`src/include/tdcc_pkg.sv`:
```
// tdcc_pkg: register map, field positions, reset values and timing for the dual capture timer
package tdcc_pkg;

  // ******************************************************************
  // register byte addresses (printed offset 0x16 is not a multiple of four)
  // ******************************************************************
  localparam logic [7:0] CTRL3_IDX = 8'h16;
  localparam logic [11:0] CTRL3_ADDR = 12'h058; // index times four
  localparam logic [11:0] CFG_ADDR = 12'h000;
  localparam logic [11:0] CNT_LO_ADDR = 12'h004;
  localparam logic [11:0] CNT_HI_ADDR = 12'h008;
  localparam logic [11:0] CAPA_LO_ADDR = 12'h00c;
  localparam logic [11:0] CAPA_HI_ADDR = 12'h010;
  localparam logic [11:0] CAPB_LO_ADDR = 12'h014;
  localparam logic [11:0] CAPB_HI_ADDR = 12'h018;

  // ******************************************************************
  // control register fields
  // ******************************************************************
  localparam int CTRL_PWM_BIT = 0;
  localparam int CTRL_EDA_LSB = 1;
  localparam int CTRL_EDB_LSB = 3;
  localparam int CTRL_OVFA_BIT = 5;
  localparam int CTRL_OVFB_BIT = 6;
  localparam logic [7:0] CTRL_WMASK = 8'h1f;
  localparam logic [7:0] CTRL_RESET = 8'h00;

  // configuration register fields
  localparam int CFG_RUN_BIT = 0;
  localparam int CFG_SRC_BIT = 1;
  localparam int CFG_DIR_BIT = 2;
  localparam logic [2:0] CFG_RESET = 3'h0;

  // ******************************************************************
  // edge select codes and timing
  // ******************************************************************
  typedef enum logic [1:0]
  {
    TDCC_EDGE_FALL = 2'h0,
    TDCC_EDGE_RISE = 2'h1,
    TDCC_EDGE_RISE4 = 2'h2,
    TDCC_EDGE_RISE16 = 2'h3
  } tdcc_edge_t;

  localparam int CLK_PERIOD_NS = 10;
  localparam int INSTR_CYCLE_NS = 40; // four device clocks per instruction cycle
  localparam int INSTR_DIV = INSTR_CYCLE_NS / CLK_PERIOD_NS;
  localparam int PHASE_DIV = INSTR_DIV / 2; // two samples per instruction cycle

endpackage : tdcc_pkg

```
`src/verilog/tdcc_capture_chan.sv`:
```
// tdcc_capture_chan: one capture channel with edge prescale and overflow hold
module tdcc_capture_chan
(
  // clock and reset
  input wire logic hclk,
  input wire logic hresetn,
  // capture pin and mode
  input wire logic cap_in,
  input wire logic [1:0] edge_sel,
  input wire logic [15:0] counter_val,
  // software read tracking
  input wire logic rd_lo,
  input wire logic rd_hi,
  // results
  output logic [15:0] cap_val_r,
  output logic overflow_r,
  output logic cap_event
);

  logic cap_d_r;
  logic [3:0] pre_cnt_r;
  logic unread_r;
  logic lo_seen_r;
  logic hi_seen_r;
  logic rise;
  logic fall;
  logic both_read;
  logic load;

  assign rise = cap_in && !cap_d_r;
  assign fall = !cap_in && cap_d_r;
  assign both_read = (rd_lo || lo_seen_r) && (rd_hi || hi_seen_r);
  // an unread value blocks the load until both bytes have been read
  assign load = cap_event && !(unread_r && !both_read);

  // edge history
  always_ff @(posedge hclk or negedge hresetn)
  begin
    if (!hresetn)
      cap_d_r <= 1'b0;
    else
      cap_d_r <= cap_in;
  end

  // rising edge prescaler for the every-4th and every-16th modes
  always_ff @(posedge hclk or negedge hresetn)
  begin
    if (!hresetn)
      pre_cnt_r <= 4'h0;
    else if (rise)
      pre_cnt_r <= pre_cnt_r + 4'h1;
  end

  // event decode per edge select code
  always_comb
  begin
    case (tdcc_pkg::tdcc_edge_t'(edge_sel))
      tdcc_pkg::TDCC_EDGE_FALL: cap_event = fall;
      tdcc_pkg::TDCC_EDGE_RISE: cap_event = rise;
      tdcc_pkg::TDCC_EDGE_RISE4: cap_event = rise && (pre_cnt_r[1:0] == 2'h3);
      default: cap_event = rise && (pre_cnt_r == 4'hf);
    endcase
  end

  // track reads of both bytes since the last load
  always_ff @(posedge hclk or negedge hresetn)
  begin
    if (!hresetn)
    begin
      lo_seen_r <= 1'b0;
      hi_seen_r <= 1'b0;
    end
    else if (both_read || load) // a stale low-byte read must not complete a fresh pair
    begin
      lo_seen_r <= 1'b0;
      hi_seen_r <= 1'b0;
    end
    else
    begin
      lo_seen_r <= lo_seen_r || rd_lo;
      hi_seen_r <= hi_seen_r || rd_hi;
    end
  end

  // load, unread and overflow; an event in the read-complete cycle loads anew
  always_ff @(posedge hclk or negedge hresetn)
  begin
    if (!hresetn)
    begin
      cap_val_r <= 16'h0000;
      unread_r <= 1'b0;
      overflow_r <= 1'b0;
    end
    else if (cap_event && unread_r && !both_read)
      overflow_r <= 1'b1;
    else if (cap_event)
    begin
      cap_val_r <= counter_val;
      unread_r <= 1'b1;
      overflow_r <= 1'b0;
    end
    else if (both_read)
    begin
      unread_r <= 1'b0;
      overflow_r <= 1'b0;
    end
  end

  // ******************************************************************
  // assertions
  // ******************************************************************
  a_hold_on_overflow: assert property (@(posedge hclk) disable iff (!hresetn)
    (overflow_r && !both_read) |=> $stable(cap_val_r))
    else $error("capture value changed while overflow held");
  a_ovf_on_unread: assert property (@(posedge hclk) disable iff (!hresetn)
    (cap_event && unread_r && !both_read) |=> overflow_r)
    else $error("overflow not flagged on unread capture");

endmodule : tdcc_capture_chan

```
`src/verilog/tdcc_timer_top.sv`:
```
// tdcc_timer_top: 16-bit timer with two capture channels and pwm pin control on ahb-lite
// ******************************************************************
// How it works
// - a capture event while the previous value is unread sets that channel's overflow flag.
// - after overflow the pair keeps the oldest value until both bytes are read.
// - channel b overflow is control bit 6 and channel a is bit 5, both read only.
// - edge select 00 falling, 01 rising, 10 every 4th rising, 11 every 16th rising.
// - channel b edge select is control bits 4:3 and channel a is bits 2:1.
// - pwm enable at bit 0 forces the shared pin to output, else the direction bit rules.
// - with external source selected the counter increments on external clock falls.
// - the external clock is sampled twice per instruction cycle, delaying the increment.
// - the counter is reached only as two 8-bit halves, one per access.
// ******************************************************************
module tdcc_timer_top
(
  // ahb-lite slave
  input wire logic hclk,
  input wire logic hresetn,
  input wire logic hsel,
  input wire logic [11:0] haddr,
  input wire logic [1:0] htrans,
  input wire logic hwrite,
  input wire logic [2:0] hsize,
  input wire logic [31:0] hwdata,
  input wire logic hready,
  output logic [31:0] hrdata,
  output logic hreadyout,
  output logic hresp,
  // capture and clock pins
  input wire logic cap_a_in,
  input wire logic cap_b_in,
  input wire logic external_counter_clock,
  // shared pwm pin
  input wire logic pwm_level,
  input wire logic port_g_direction,
  output logic shared_pwm_pin_out,
  output logic shared_pwm_pin_oe_n
);

  // ******************************************************************
  // bus address phase capture
  // ******************************************************************
  logic wr_pend_r;
  logic rd_pend_r;
  logic [11:0] addr_r;
  logic [7:0] ctrl_r;
  logic [2:0] cfg_r;
  logic [15:0] main_counter_r;
  logic [1:0] inst_cnt_r;
  logic ext_s1_r;
  logic ext_s2_r;
  logic ext_prev_r;
  logic [31:0] rdata_nxt;
  logic instr_tick;
  logic phase_tick;
  logic ext_fall;
  logic cnt_inc;
  logic addr_ok;
  logic rd_a_lo;
  logic rd_a_hi;
  logic rd_b_lo;
  logic rd_b_hi;
  logic [15:0] cap_a_val;
  logic [15:0] cap_b_val;
  logic chan_a_overflow_flag;
  logic chan_b_overflow_flag;
  logic cap_a_ev;
  logic cap_b_ev;
  logic counter_run_bit;
  logic counter_clock_source_select;
  logic pwm_output_enable;

  assign counter_run_bit = cfg_r[tdcc_pkg::CFG_RUN_BIT];
  assign counter_clock_source_select = cfg_r[tdcc_pkg::CFG_SRC_BIT];
  assign pwm_output_enable = ctrl_r[tdcc_pkg::CTRL_PWM_BIT];
  assign hreadyout = 1'b1; // every access completes with zero wait states
  assign hresp = 1'b0;

  // only whole-word transfers are decoded, nonsequential and sequential alike
  assign addr_ok = hsel && hready && htrans[1] && (hsize == 3'h2);

  // register the address phase
  always_ff @(posedge hclk or negedge hresetn)
  begin
    if (!hresetn)
    begin
      wr_pend_r <= 1'b0;
      rd_pend_r <= 1'b0;
      addr_r <= 12'h000;
    end
    else if (hready)
    begin
      wr_pend_r <= addr_ok && hwrite;
      rd_pend_r <= addr_ok && !hwrite;
      addr_r <= haddr;
    end
  end

  // ******************************************************************
  // read data
  // ******************************************************************
  // read data is taken from the live registers in the data phase
  always_comb
  begin
    rdata_nxt = 32'h0000_0000;
    if (addr_r == tdcc_pkg::CTRL3_ADDR)
    begin
      rdata_nxt[tdcc_pkg::CTRL_OVFB_BIT] = chan_b_overflow_flag;
      rdata_nxt[tdcc_pkg::CTRL_OVFA_BIT] = chan_a_overflow_flag;
      rdata_nxt[4:0] = ctrl_r[4:0];
    end
    else if (addr_r == tdcc_pkg::CFG_ADDR)
      rdata_nxt[2:0] = cfg_r;
    else if (addr_r == tdcc_pkg::CNT_LO_ADDR)
      rdata_nxt[7:0] = main_counter_r[7:0];
    else if (addr_r == tdcc_pkg::CNT_HI_ADDR)
      rdata_nxt[7:0] = main_counter_r[15:8];
    else if (addr_r == tdcc_pkg::CAPA_LO_ADDR)
      rdata_nxt[7:0] = cap_a_val[7:0];
    else if (addr_r == tdcc_pkg::CAPA_HI_ADDR)
      rdata_nxt[7:0] = cap_a_val[15:8];
    else if (addr_r == tdcc_pkg::CAPB_LO_ADDR)
      rdata_nxt[7:0] = cap_b_val[7:0];
    else if (addr_r == tdcc_pkg::CAPB_HI_ADDR)
      rdata_nxt[7:0] = cap_b_val[15:8];
  end

  // zero outside a read data phase so no stale register value leaks onto the bus
  assign hrdata = rd_pend_r ? rdata_nxt : 32'h0000_0000;

  // byte reads that complete a channel's pair
  assign rd_a_lo = rd_pend_r && (addr_r == tdcc_pkg::CAPA_LO_ADDR);
  assign rd_a_hi = rd_pend_r && (addr_r == tdcc_pkg::CAPA_HI_ADDR);
  assign rd_b_lo = rd_pend_r && (addr_r == tdcc_pkg::CAPB_LO_ADDR);
  assign rd_b_hi = rd_pend_r && (addr_r == tdcc_pkg::CAPB_HI_ADDR);

  // ******************************************************************
  // control and configuration writes
  // ******************************************************************
  // overflow bits are not stored here, so writes cannot touch them
  always_ff @(posedge hclk or negedge hresetn)
  begin
    if (!hresetn)
      ctrl_r <= tdcc_pkg::CTRL_RESET;
    else if (wr_pend_r && (addr_r == tdcc_pkg::CTRL3_ADDR))
      ctrl_r <= hwdata[7:0] & tdcc_pkg::CTRL_WMASK;
  end

  always_ff @(posedge hclk or negedge hresetn)
  begin
    if (!hresetn)
      cfg_r <= tdcc_pkg::CFG_RESET;
    else if (wr_pend_r && (addr_r == tdcc_pkg::CFG_ADDR))
      cfg_r <= hwdata[2:0];
  end

  // ******************************************************************
  // instruction cycle and sampling phase divider
  // ******************************************************************
  always_ff @(posedge hclk or negedge hresetn)
  begin
    if (!hresetn)
      inst_cnt_r <= 2'h0;
    else
      inst_cnt_r <= inst_cnt_r + 2'h1;
  end

  assign instr_tick = (inst_cnt_r == 2'(tdcc_pkg::INSTR_DIV - 1));
  assign phase_tick = (inst_cnt_r[0] == 1'(tdcc_pkg::PHASE_DIV - 1)); // twice per cycle

  // external clock: two-stage sync, then sampled on phase ticks only
  always_ff @(posedge hclk or negedge hresetn)
  begin
    if (!hresetn)
    begin
      ext_s1_r <= 1'b1;
      ext_s2_r <= 1'b1;
      ext_prev_r <= 1'b1;
    end
    else
    begin
      ext_s1_r <= external_counter_clock;
      ext_s2_r <= ext_s1_r;
      if (phase_tick)
        ext_prev_r <= ext_s2_r;
    end
  end

  assign ext_fall = phase_tick && ext_prev_r && !ext_s2_r;

  // ******************************************************************
  // main counter
  // ******************************************************************
  // the run bit gates both sources; software stops it for safe access
  assign cnt_inc = counter_run_bit &&
    (counter_clock_source_select ? ext_fall : instr_tick);

  // a half written this cycle is not incremented in the same cycle
  always_ff @(posedge hclk or negedge hresetn)
  begin
    if (!hresetn)
      main_counter_r <= 16'h0000;
    else if (wr_pend_r && (addr_r == tdcc_pkg::CNT_LO_ADDR))
      main_counter_r[7:0] <= hwdata[7:0];
    else if (wr_pend_r && (addr_r == tdcc_pkg::CNT_HI_ADDR))
      main_counter_r[15:8] <= hwdata[7:0];
    else if (cnt_inc)
      main_counter_r <= main_counter_r + 16'h0001;
  end

  // ******************************************************************
  // capture channels and pwm pin
  // ******************************************************************
  tdcc_capture_chan u_chan_a
  (
    .hclk(hclk),
    .hresetn(hresetn),
    .cap_in(cap_a_in),
    .edge_sel(ctrl_r[tdcc_pkg::CTRL_EDA_LSB +: 2]),
    .counter_val(main_counter_r),
    .rd_lo(rd_a_lo),
    .rd_hi(rd_a_hi),
    .cap_val_r(cap_a_val),
    .overflow_r(chan_a_overflow_flag),
    .cap_event(cap_a_ev)
  );

  tdcc_capture_chan u_chan_b
  (
    .hclk(hclk),
    .hresetn(hresetn),
    .cap_in(cap_b_in),
    .edge_sel(ctrl_r[tdcc_pkg::CTRL_EDB_LSB +: 2]),
    .counter_val(main_counter_r),
    .rd_lo(rd_b_lo),
    .rd_hi(rd_b_hi),
    .cap_val_r(cap_b_val),
    .overflow_r(chan_b_overflow_flag),
    .cap_event(cap_b_ev)
  );

  // pin drive: pwm enable overrides the direction bit (direction 1 means input)
  always_ff @(posedge hclk or negedge hresetn)
  begin
    if (!hresetn)
    begin
      shared_pwm_pin_out <= 1'b0;
      shared_pwm_pin_oe_n <= 1'b1;
    end
    else
    begin
      shared_pwm_pin_out <= pwm_level;
      shared_pwm_pin_oe_n <= !pwm_output_enable && port_g_direction;
    end
  end

  // ******************************************************************
  // assertions
  // ******************************************************************
  a_pwm_forces_out: assert property (@(posedge hclk) disable iff (!hresetn)
    pwm_output_enable |=> !shared_pwm_pin_oe_n)
    else $error("pwm enable did not force pin output");
  a_pin_follows_dir: assert property (@(posedge hclk) disable iff (!hresetn)
    !pwm_output_enable |=> (shared_pwm_pin_oe_n == $past(port_g_direction)))
    else $error("pin enable ignores direction bit");
  a_stop_holds_count: assert property (@(posedge hclk) disable iff (!hresetn)
    (!counter_run_bit && !wr_pend_r) |=> $stable(main_counter_r))
    else $error("counter moved while stopped");
  a_internal_tick_rate: assert property (@(posedge hclk) disable iff (!hresetn)
    (cnt_inc && !counter_clock_source_select) |=> !cnt_inc [*3])
    else $error("internal count faster than instruction rate");
  a_ext_one_step: assert property (@(posedge hclk) disable iff (!hresetn)
    (counter_clock_source_select && counter_run_bit && ext_fall && !wr_pend_r)
    |=> main_counter_r == $past(main_counter_r) + 16'h0001)
    else $error("external fall did not step counter");
  a_ovf_read_only: assert property (@(posedge hclk) disable iff (!hresetn)
    (wr_pend_r && addr_r == tdcc_pkg::CTRL3_ADDR && chan_b_overflow_flag)
    |=> chan_b_overflow_flag)
    else $error("overflow flag cleared by write");
  a_ovf_b_bit: assert property (@(posedge hclk) disable iff (!hresetn)
    (rd_pend_r && addr_r == tdcc_pkg::CTRL3_ADDR)
    |-> hrdata[tdcc_pkg::CTRL_OVFB_BIT] == chan_b_overflow_flag)
    else $error("channel b overflow not at bit 6");
  a_okay_resp: assert property (@(posedge hclk) disable iff (!hresetn)
    hreadyout && !hresp)
    else $error("slave stalled or erred");
  a_cnt_lo_half: assert property (@(posedge hclk) disable iff (!hresetn)
    (wr_pend_r && addr_r == tdcc_pkg::CNT_LO_ADDR)
    |=> main_counter_r == {$past(main_counter_r[15:8]), $past(hwdata[7:0])})
    else $error("low half write touched the wrong bits");
  a_cnt_hi_half: assert property (@(posedge hclk) disable iff (!hresetn)
    (wr_pend_r && addr_r == tdcc_pkg::CNT_HI_ADDR)
    |=> main_counter_r == {$past(hwdata[7:0]), $past(main_counter_r[7:0])})
    else $error("high half write touched the wrong bits");

  c_cap_a: cover property (@(posedge hclk) disable iff (!hresetn) cap_a_ev);
  c_cap_b: cover property (@(posedge hclk) disable iff (!hresetn) cap_b_ev);
  c_ovf_b: cover property (@(posedge hclk) disable iff (!hresetn) $rose(chan_b_overflow_flag));
  c_ext_cnt: cover property (@(posedge hclk) disable iff (!hresetn)
    counter_clock_source_select && cnt_inc);
  c_wrap: cover property (@(posedge hclk) disable iff (!hresetn)
    cnt_inc && main_counter_r == 16'hffff);

endmodule : tdcc_timer_top

```
`config.mk`:
```
export PLATFORM = sky130hd
export DESIGN_NAME = tdcc_timer_top
export DESIGN_NICKNAME = d
export VERILOG_FILES = /design/src/include/tdcc_pkg.sv /design/src/verilog/tdcc_capture_chan.sv /design/src/verilog/tdcc_timer_top.sv
export SDC_FILE = /design/constraint.sdc
export NUM_CORES = 1
export LEC_CHECK = 0
export ABC_AREA = 1
export BUFFER_PORTS_ARGS = -buffer_cell sky130_fd_sc_hd__buf_2
export CORE_MARGIN = 5
export CORE_UTILIZATION = 55
export DETAILED_ROUTE_END_ITERATION = 12
export PLACE_DENSITY = 0.79
export SYNTH_ARGS = -nofsm -noshare
export SYNTH_HDL_FRONTEND = slang
export SYNTH_SLANG_ARGS = --single-unit
```
`constraint.sdc`:
```
create_clock -name hclk -period 4.49 [get_ports hclk]
set_input_delay 0.898 -clock hclk [delete_from_list [all_inputs] [get_ports hclk]]
set_output_delay 0.898 -clock hclk [all_outputs]
set_load 0.03 [all_outputs]
```
==> impl_metrics.ini, run 1 <==
[logic_synthesis]
synth_edf_count = 0
yosysSeqAreaShare_pct = 43.80
synthCells = 631
synth_ff_type = dfrtp_1
ys_types = 46
synth-seq-cells = 95
yosysTopAreaCellShare_pct = 41.87
synth_common_cells = 129 x nand2_1, 91 x dfrtp_1, 67 x inv_1
synth.area.top_cells = dfrtp_1 42%, nand2_1 8.9%, o21ai_2 6.1%
avgSynthCellArea_um2 = 8.620
yosysMostFrequentCell = nand2_1
synth_warnings = 0
synth_area_um2 = 5439
synth_area_leader_cell = dfrtp_1
synthArstFlopShare_pct = 100.0

[drt]
drtIter0Drc = 361
vias = 4293
dr.pass1.iters = 5
routed_via_density = 5.326
wl_per_cell_um = 14.95
ant_nets = 0
drc_errors = 0
totalWireLength_um = 12050

[place]
hpwlAfterDp_um = 8967
placedInstanceArea_um2 = 5594
place.gp.congestion = 0.9412
io_buffers = 43

[floorplan]
start_util_pct = 55.90
core_um2 = 9729
num_rows = 36
die_w_um = 109.4
dieArea_um2 = 11980
io_pins = 95
die_h_um = 109.4

[timing]
hold_viol = 0
clock_skew_ps = 13.31
setup_viol = 0
max_freq_mhz = 300.7
slew_viol_final = 0
tightest_slew_ps = 883.9
rsz0062_at_grt = false
slew_headroom_pct = 41.08
fin_setup_tns_ps = 0
holdWs_ps = 360.5
min_period_ps = 3325
post-route-period-util_pct = 74.06

[global_route]
grt_max_degree = 72
grt_pass1_vias = 4173
antenna_found_initial = 0
grt_pass1_wl_um = 19950
overflow = 0
globalRouteTotalUtil_pct = 21.76

[cts]
root_buffer = clkbuf_8
cts_buffers = 9
htreeDepth = 3
cts_tree = yes
postCtsSetupBuffers = 0
hold_buffers = 0
cts.clk_slew.worst_paths_ps = 80
cts_resized = 0
worstSkewPairLatency_ps = 380
cts.path.max_buffers = 2
clock-sinks = 95

[layout]
antenna_cells = 0
drive_gt1_share_pct = 23.18
fin_area_um2 = 5747
fin_util_pct = 59.07
nets = 731
fillers = 879
synthToLayoutAreaGrowth_pct = 5.659

[critical_path]
cp_data_arrival_time_ps = 2430
crit_type = flip-flop to primary output
end_kind = primary output
worst_ep_required_time_ps = 3590
critPathLaunchType = flip-flop
reg2reg_depth = 8
cp_max_fo = 10

[status]
outcome = finished, final reports clean

[hold_path]
hold_depth = 0
hp-class = flip-flop to flip-flop

[pwr]
peakVddDrop_mv = 0.2613
leakage_nw = 2.924
p_per_area_nw_per_um2 = 340.0

[run]
drv_cap = 0
## stage by stage
step                      cells  setup slack, ps  total power, mW
after floorplan             655             1853            1.369
after global placement      790             1628            1.457
after CTS                   806             1190            1.961
after detailed placement    790             1606            1.484
final                       806             1165            1.954
after global routing        806            960.7            2.067
## final cells by class
class | count | area, um^2 | share of cell area, %
well taps | 133 | 166.4 | 2.896
multi-input cells | 443 | 2536 | 44.13
repair buffers | 44 | 225.2 | 3.919
clock inverters | 2 | 10.01 | 0.1742
flip-flops and latches | 95 | 2382 | 41.45
clock buffers | 14 | 142.6 | 2.482
inverters | 75 | 284.0 | 4.942
## power breakdown
group	switching [mW]	leakage, nW	internal [mW]
sequential	0.109	1.19	0.955
clock	0.282	0.0784	0.201
combinational	0.273	1.66	0.134
## cell usage in the layout, fill, tap and decap left out, types with 3 or more instances in the layout
cell      synthesis  final
nand2_1         129    129
dfrtp_1          91     91
inv_1            67     67
nor2_1           45     45
nand3_1          43     43
buf_2             3     42
o21ai_2          38     38
o21ai_0          36     36
conb_1            2     26
nand2_2          17     17
xor2_1           16     16
a21oi_1          15     15
nand4_1          13     13
nand2_4           9      9
clkbuf_8          0      9
nor2_2            6      6
inv_2             6      6
nor3_1            6      6
nor2_8            5      5
o22ai_1           5      5
clkbuf_1          4      5
ha_1              4      4
dfstp_2           4      4
o211ai_1          3      3
o22ai_2           3      3
o211ai_2          3      3
## cells by family after synthesis
family / share of synthesized area, %
and+or+nand+nor: 25.35
buffers and inverters: 11.23
AOI/OAI and AO/OA: 15.05
DFF: 43.80
xor gates and xnor gates: 2.899
adders and majority gates: 0.9202
muxes: 0.6211
other: 0.1381
## critical path, stage by stage (launching register included)
cell and delay [ps]:
dfrtp_1 660, inv_2 190, nor2_8 220, nand2_2 150, o21ai_0 190, nor2_1 80
nand3_1 70, nand2_1 70, a21oi_1 190, buf_2 230
## sequential cells by signal (all words and copies together), names as in the netlist, 2 cells and up
register,cells
cfg_r,3
addr_r,12
main_counter_r,16
u_chan_a.cap_val_r,16
u_chan_b.cap_val_r,16
ctrl_r,5
inst_cnt_r,2
u_chan_b.pre_cnt_r,4
u_chan_a.pre_cnt_r,4
## per-layer routing
layer | global-route usage, % | part of all wire [%]
met5 | 0 | 0
met4 | 9.884 | 2.4
met3 | 4.698 | 5.8
met2 | 34.92 | 48
met1 | 28.27 | 44
## worst paths after layout
path                                 from            endpoint  slack (ps)
worst min register to register   ext_s1_r            ext_s2_r         360
worst max-delay path            addr_r[3]           hrdata[2]        1160
worst min-delay path             ext_s1_r            ext_s2_r         360
worst max register to register  addr_r[3]  main_counter_r[14]        1930
min in group asynchronous         hresetn          addr_r[10]         640
max in group asynchronous         hresetn          ext_prev_r        2950
Power figures use the tool's default switching activity.
==> inputs of run 2 (changes only) <==
--- a/config.mk
+++ b/config.mk
@@ -5,12 +5,12 @@
 export SDC_FILE = /design/constraint.sdc
 export NUM_CORES = 1
 export LEC_CHECK = 0
-export ABC_AREA = 1
+export ABC_AREA = 0
 export BUFFER_PORTS_ARGS = -buffer_cell sky130_fd_sc_hd__buf_2
 export CORE_MARGIN = 5
-export CORE_UTILIZATION = 55
+export CORE_UTILIZATION = 50
 export DETAILED_ROUTE_END_ITERATION = 12
-export PLACE_DENSITY = 0.79
+export PLACE_DENSITY = 0.76
 export SYNTH_ARGS = -nofsm -noshare
 export SYNTH_HDL_FRONTEND = slang
 export SYNTH_SLANG_ARGS = --single-unit
==> constraint.sdc (replaced) <==
create_clock -name hclk -period 2.9 [get_ports hclk]
set_input_delay 0.58 -clock hclk [delete_from_list [all_inputs] [get_ports hclk]]
set_output_delay 0.58 -clock hclk [all_outputs]
set_load 0.03 [all_outputs]
==> impl_metrics.ini, run 2 <==
[timing]
min_period_ps = 2844
holdWs_ps = 192.5
tightest_slew_ps = 574.1
clock_skew_ps = 13.82
slew_viol_final = 0
setup_viol = 0
hold_viol = 0
slew_headroom_pct = 61.73
fin_setup_tns_ps = 0
post-route-period-util_pct = 98.09
rsz0062_at_grt = true
max_freq_mhz = 351.6

[pwr]
power.total_mw = 3.226
leakage_nw = 2.675
p_per_area_nw_per_um2 = 555.0
peakVddDrop_mv = 0.4183

[place]
hpwlAfterDp_um = 8296
placed_cells = 642
place.gp.congestion = 0.8787
io_buffers = 43

[global_route]
antenna_found_initial = 0
grt_pass1_vias = 3910
grt_max_degree = 45
grt_pass1_wl_um = 19260
overflow = 0
globalRouteTotalUtil_pct = 19.42

[floorplan]
num_rows = 36
die_w_um = 110.7
start_util_pct = 51.63
io_pins = 95
die_h_um = 110.7
core_um2 = 9819
dieArea_um2 = 12250

[critical_path]
crit_family = compound AO/OA/AOI/OAI gates
cp_max_fo = 12
cp_cell_sequence = buf_4 -> o21ai_0 -> a21oi_1 -> o21ai_0 -> a2111oi_1 -> buf_4
path_buf_inv = 2
cp_data_arrival_time_ps = 2260
crit_type = flip-flop to primary output
cp_slowest_stage_delay_ps = 520
worst_ep_required_time_ps = 2320
end_kind = primary output
critPathLaunchType = flip-flop
cpMaxStageDelayCell = dfrtp_2

[logic_synthesis]
synth_area_leader_cell = dfrtp_1
yosysTopAreaCellShare_pct = 44.92
synthCells = 469
synth_edf_count = 0
synth_common_cells = 91 x dfrtp_1, 35 x mux2_2, 35 x nand2_1
ys_types = 66
yosysSeqAreaShare_pct = 46.99
synth_ff_type = dfrtp_1
yosysMostFrequentCell = dfrtp_1
synthArstFlopShare_pct = 100.0
synth.area.top_cells = dfrtp_1 45%, mux2_2 7.8%, mux2_4 5.6%
synth_area_um2 = 5070
synth-seq-cells = 95
avgSynthCellArea_um2 = 10.81
synth_warnings = 0

[drt]
wl_per_cell_um = 17.71
wl_met2_um = 5810
routed_via_density = 5.614
dr.pass1.iters = 5
top_layer = met4
vias = 3722
dr_wl_met3_um = 575
totalWireLength_um = 11740
drc_errors = 0
drt-met1-wl_um = 5151
ant_nets = 0
drtIter0Drc = 275

[cts]
cts_tree = yes
cts_buffers = 9
cts.path.max_buffers = 2
worstSkewPairLatency_ps = 370
clock-sinks = 95
htreeDepth = 3
root_buffer = clkbuf_8
hold_buffers = 0
cts.clk_slew.worst_paths_ps = 90

[layout]
stdcell_count = 663
reg.largest.list = main_counter_r: 16 flops, u_chan_a.cap_val_r: 16 flops, u_chan_b.cap_val_r: 16 flops
mostFrequentLayoutCell = dfrtp_1
synthToLayoutAreaGrowth_pct = 14.66
drive_gt1_share_pct = 32.45
antenna_cells = 0
layout_common_cells = 89 x dfrtp_1, 35 x nand2_1, 35 x mux2_2, 35 x buf_2, 32 x buf_4
nets = 588

[run]
drv_cap = 0

[hold_path]
hp-class = input pin to asynchronous set/reset pin

[status]
outcome = finished, final reports clean
[run 2: cell types whose count changed after synthesis, sizes merged, moves of 15 or more]
cell,before,now
nand2,155,35
o21ai,76,15
xor2,16,1
mux2,3,54
nor2,57,29
a21oi,15,30
nand3,44,13
inv,74,14
[run 2: kinds of logic after synthesis]
group | Yosys count | synth area share, %
simple gates | 138 | 14.91
other cells | 2 | 0.1481
compound gates | 87 | 11.43
buf+inv | 64 | 7.280
fa+ha+maj | 4 | 0.9872
xor+xnor | 13 | 2.246
flops | 95 | 46.99
mux | 66 | 16.02
[run 2: worst register-to-register path: cells and delay by family (launching register included)]
kind	cells	cell delay, ps
and+or+nand+nor	2	530
AOI/OAI and AO/OA	3	650
buffers and inverters	4	670
DFF	1	420
[run 2: through the flow]
stage          area (um^2)  worst slack, ps  util, %
2_1_floorplan         5161           -56.88        -
3_3_place_gp          5401            190.6    55.01
3_5_place_dp          5401            144.2    55.01
4_1_cts               5684           -14.29    57.89
5_1_grt               5813           -53.41    59.20
6_report              5813            55.52    59.20
[run 2: layer usage]
layer,global-route usage (%),vias up
li1,-,1742
met1,24.69,1850
met2,32.08,117
met3,4.094,13
met4,8.374,0
met5,0,-
[run 2: cell type report]
cell class                      count  area, um^2
Fill cell                         824        4006
Multi-Input combinational cell    334        2500
Sequential cell                    95        2385
Timing Repair Buffer               71       488.0
Tap cell                          133       166.4
Clock buffer                       10       137.6
Clock inverter                      6       83.83
Inverter                           14       52.55
[run 2: final timing paths]
kind,from,endpoint,cells past startpoint,slack [ps]
worst max-delay path,addr_r[2],hrdata[7],6,60
worst min-delay path,hresetn,u_chan_a.unread_r,1,190
worst max register to register,addr_r[4],main_counter_r[13],9,550
worst min register to register,ext_s1_r,ext_s2_r,0,360
max in group asynchronous,hresetn,ext_s1_r,2,1910
min in group hclk,external_counter_clock,ext_s1_r,1,310
[run 2: where the power goes]
part	switching (mW)	internal [mW]
logic	0.307	0.266
registers	0.217	1.46
clock network	0.466	0.506
total	0.991	2.23
[run 2: repair_timing]
action | 4_1_cts | 5_1_grt
endpoints found under the setup margin | 7 | 8
gates resized for setup | 11 | 21
pin swaps | 2 | 4
buffers inserted | 2 | 2
gates cloned | 0 | 1
==> inputs of run 3 (changes only) <==
--- a/config.mk
+++ b/config.mk
@@ -8,9 +8,10 @@
 export ABC_AREA = 0
 export BUFFER_PORTS_ARGS = -buffer_cell sky130_fd_sc_hd__buf_2
 export CORE_MARGIN = 5
-export CORE_UTILIZATION = 50
+export CORE_UTILIZATION = 55
 export DETAILED_ROUTE_END_ITERATION = 12
-export PLACE_DENSITY = 0.76
+export PLACE_DENSITY = 0.79
+export SETUP_SLACK_MARGIN = 0.4
 export SYNTH_ARGS = -nofsm -noshare
 export SYNTH_HDL_FRONTEND = slang
 export SYNTH_SLANG_ARGS = --single-unit
==> constraint.sdc (replaced) <==
create_clock -name hclk -period 2.8 [get_ports hclk]
set_input_delay 0.56 -clock hclk [delete_from_list [all_inputs] [get_ports hclk]]
set_output_delay 0.56 -clock hclk [all_outputs]
set_load 0.03 [all_outputs]
==> impl_metrics.ini, run 3 (same netlist as run 2, synthesis figures left out) <==
[status]
outcome = finished, final reports clean

[critical_path]
r2r_end = main_counter_r[14]
r2r-start = addr_r[4]
reg2reg_depth = 10
cpMaxStageDelayCell = dfrtp_2
crit_type = flip-flop to primary output
cp_data_arrival_time_ps = 2140
cp_cell_sequence = or3_4 -> a2111oi_4 -> or3b_4 -> o31ai_4 -> buf_6
critPathLaunchType = flip-flop
cp_slowest_stage_delay_ps = 470
end_kind = primary output
r2r_setup_slack_ps = 480
cp_max_fo = 6
worst_ep_required_time_ps = 2240

[floorplan]
num_rows = 35
io_pins = 95
core_um2 = 9109
start_util_pct = 55.66
die_w_um = 106.0
dieArea_um2 = 11240
die_h_um = 106.0

[place]
place.gp.congestion = 0.8724
hpwlAfterDp_um = 8145
io_buffers = 43

[timing]
slew_viol_final = 0
clock_skew_ps = 11.55
slew_headroom_pct = 56.97
rsz0062_at_grt = true
max_freq_mhz = 370.1
hold_viol = 0
min_period_ps = 2702
fin_setup_tns_ps = 0
post-route-period-util_pct = 96.49
setup_viol = 0
tightest_slew_ps = 645.4

[global_route]
globalRouteTotalUtil_pct = 20.66
grt_pass1_wl_um = 18470
grt_pass1_vias = 3767
overflow = 0
antenna_found_initial = 0
grt_max_degree = 50

[layout]
synthToLayoutAreaGrowth_pct = 16.98
antenna_cells = 0
nets = 593
layout_common_cells = 85 x dfrtp_1, 35 x mux2_2, 35 x buf_2
drive_gt1_share_pct = 34.58
fillers = 674
mostFrequentLayoutCell = dfrtp_1
reg.largest.list = main_counter_r: 16 flops, u_chan_a.cap_val_r: 16 flops, u_chan_b.cap_val_r: 16 flops

[drt]
routed_via_density = 5.870
wl_per_cell_um = 17.77
ant_nets = 0
totalWireLength_um = 11480
drtIter0Drc = 191
vias = 3792
drc_errors = 0
dr.pass1.iters = 5

[cts]
cts.path.max_buffers = 2
cts_buffers = 9
worstSkewPairLatency_ps = 370
root_buffer = clkbuf_8
cts_tree = yes
clock-sinks = 95
htreeDepth = 3
hold_buffers = 0
cts.clk_slew.worst_paths_ps = 90

[pwr]
leakage_nw = 2.720
power.total_mw = 3.385
p_per_area_nw_per_um2 = 570.7
peakVddDrop_mv = 0.3173

[hold_path]
hp-class = input pin to asynchronous set/reset pin

[run]
drv_cap = 0
==> run 3: repair_timing <==
action / in CTS / in global routing
gates cloned: 0 / 0
setup buffers: 5 / 6
gates resized for setup: 26 / 10
setup endpoints to repair: 8 / 13
pin swaps: 6 / 3
==> run 3: how the worst max path moves through the flow <==
stage / to / depth (start not counted) / start
2_1_floorplan: hrdata[3] / 4 / addr_r[8]
3_3_place_gp: hrdata[1] / 7 / addr_r[2]
3_5_place_dp: hrdata[1] / 6 / addr_r[2]
4_1_cts: hrdata[5] / 5 / addr_r[3]
5_1_grt: hrdata[7] / 5 / addr_r[1]
6_report: hrdata[5] / 5 / addr_r[3]
==> run 3: report_power, final <==
group | total [mW] | internal, mW | switching [mW]
sequential | 1.75 | 1.52 | 0.235
clock | 1.04 | 0.556 | 0.485
combinational | 0.593 | 0.276 | 0.317
==> run 3: stage by stage <==
| step | hold slack, ps | worst slack [ps] | area [um^2] | utilization (%) | std cells |
|---|---|---|---|---|---|
| after detailed placement | 347.8 | 285.6 | 5498 | 60.36 | 619 |
| after floorplan | 264.4 | 345.2 | 5280 | - | 493 |
| after global placement | 345.7 | 266.7 | 5498 | 60.36 | 619 |
| after global routing | 254.2 | 23.60 | 5931 | 65.11 | 646 |
| after CTS | 229.8 | 25.98 | 5843 | 64.15 | 640 |
| final | 211.1 | 98.33 | 5931 | 65.11 | 646 |
==> run 3: critical path, delay by kind of cell (launching register included) <==
kind | cells | cell delay, ps
buf+inv | 1 | 150
flops | 1 | 470
compound gates | 2 | 470
simple gates | 2 | 690
==> run 3: routing by layer <==
metal,share of wire [%],global-route usage (%)
met1,43,26.23
met2,49,34.70
met3,6.0,5.100
met4,2.1,6.846
met5,0,0
==> run 3: cell type report <==
class	count	area, um^2	area share, %
clock buffer	12	155.1	2.616
multi-input combinational	334	2591	43.69
tap	111	138.9	2.342
sequential	95	2390	40.30
clock inverter	4	77.57	1.308
inverter	14	52.55	0.8861
timing repair buffer	76	525.5	8.861
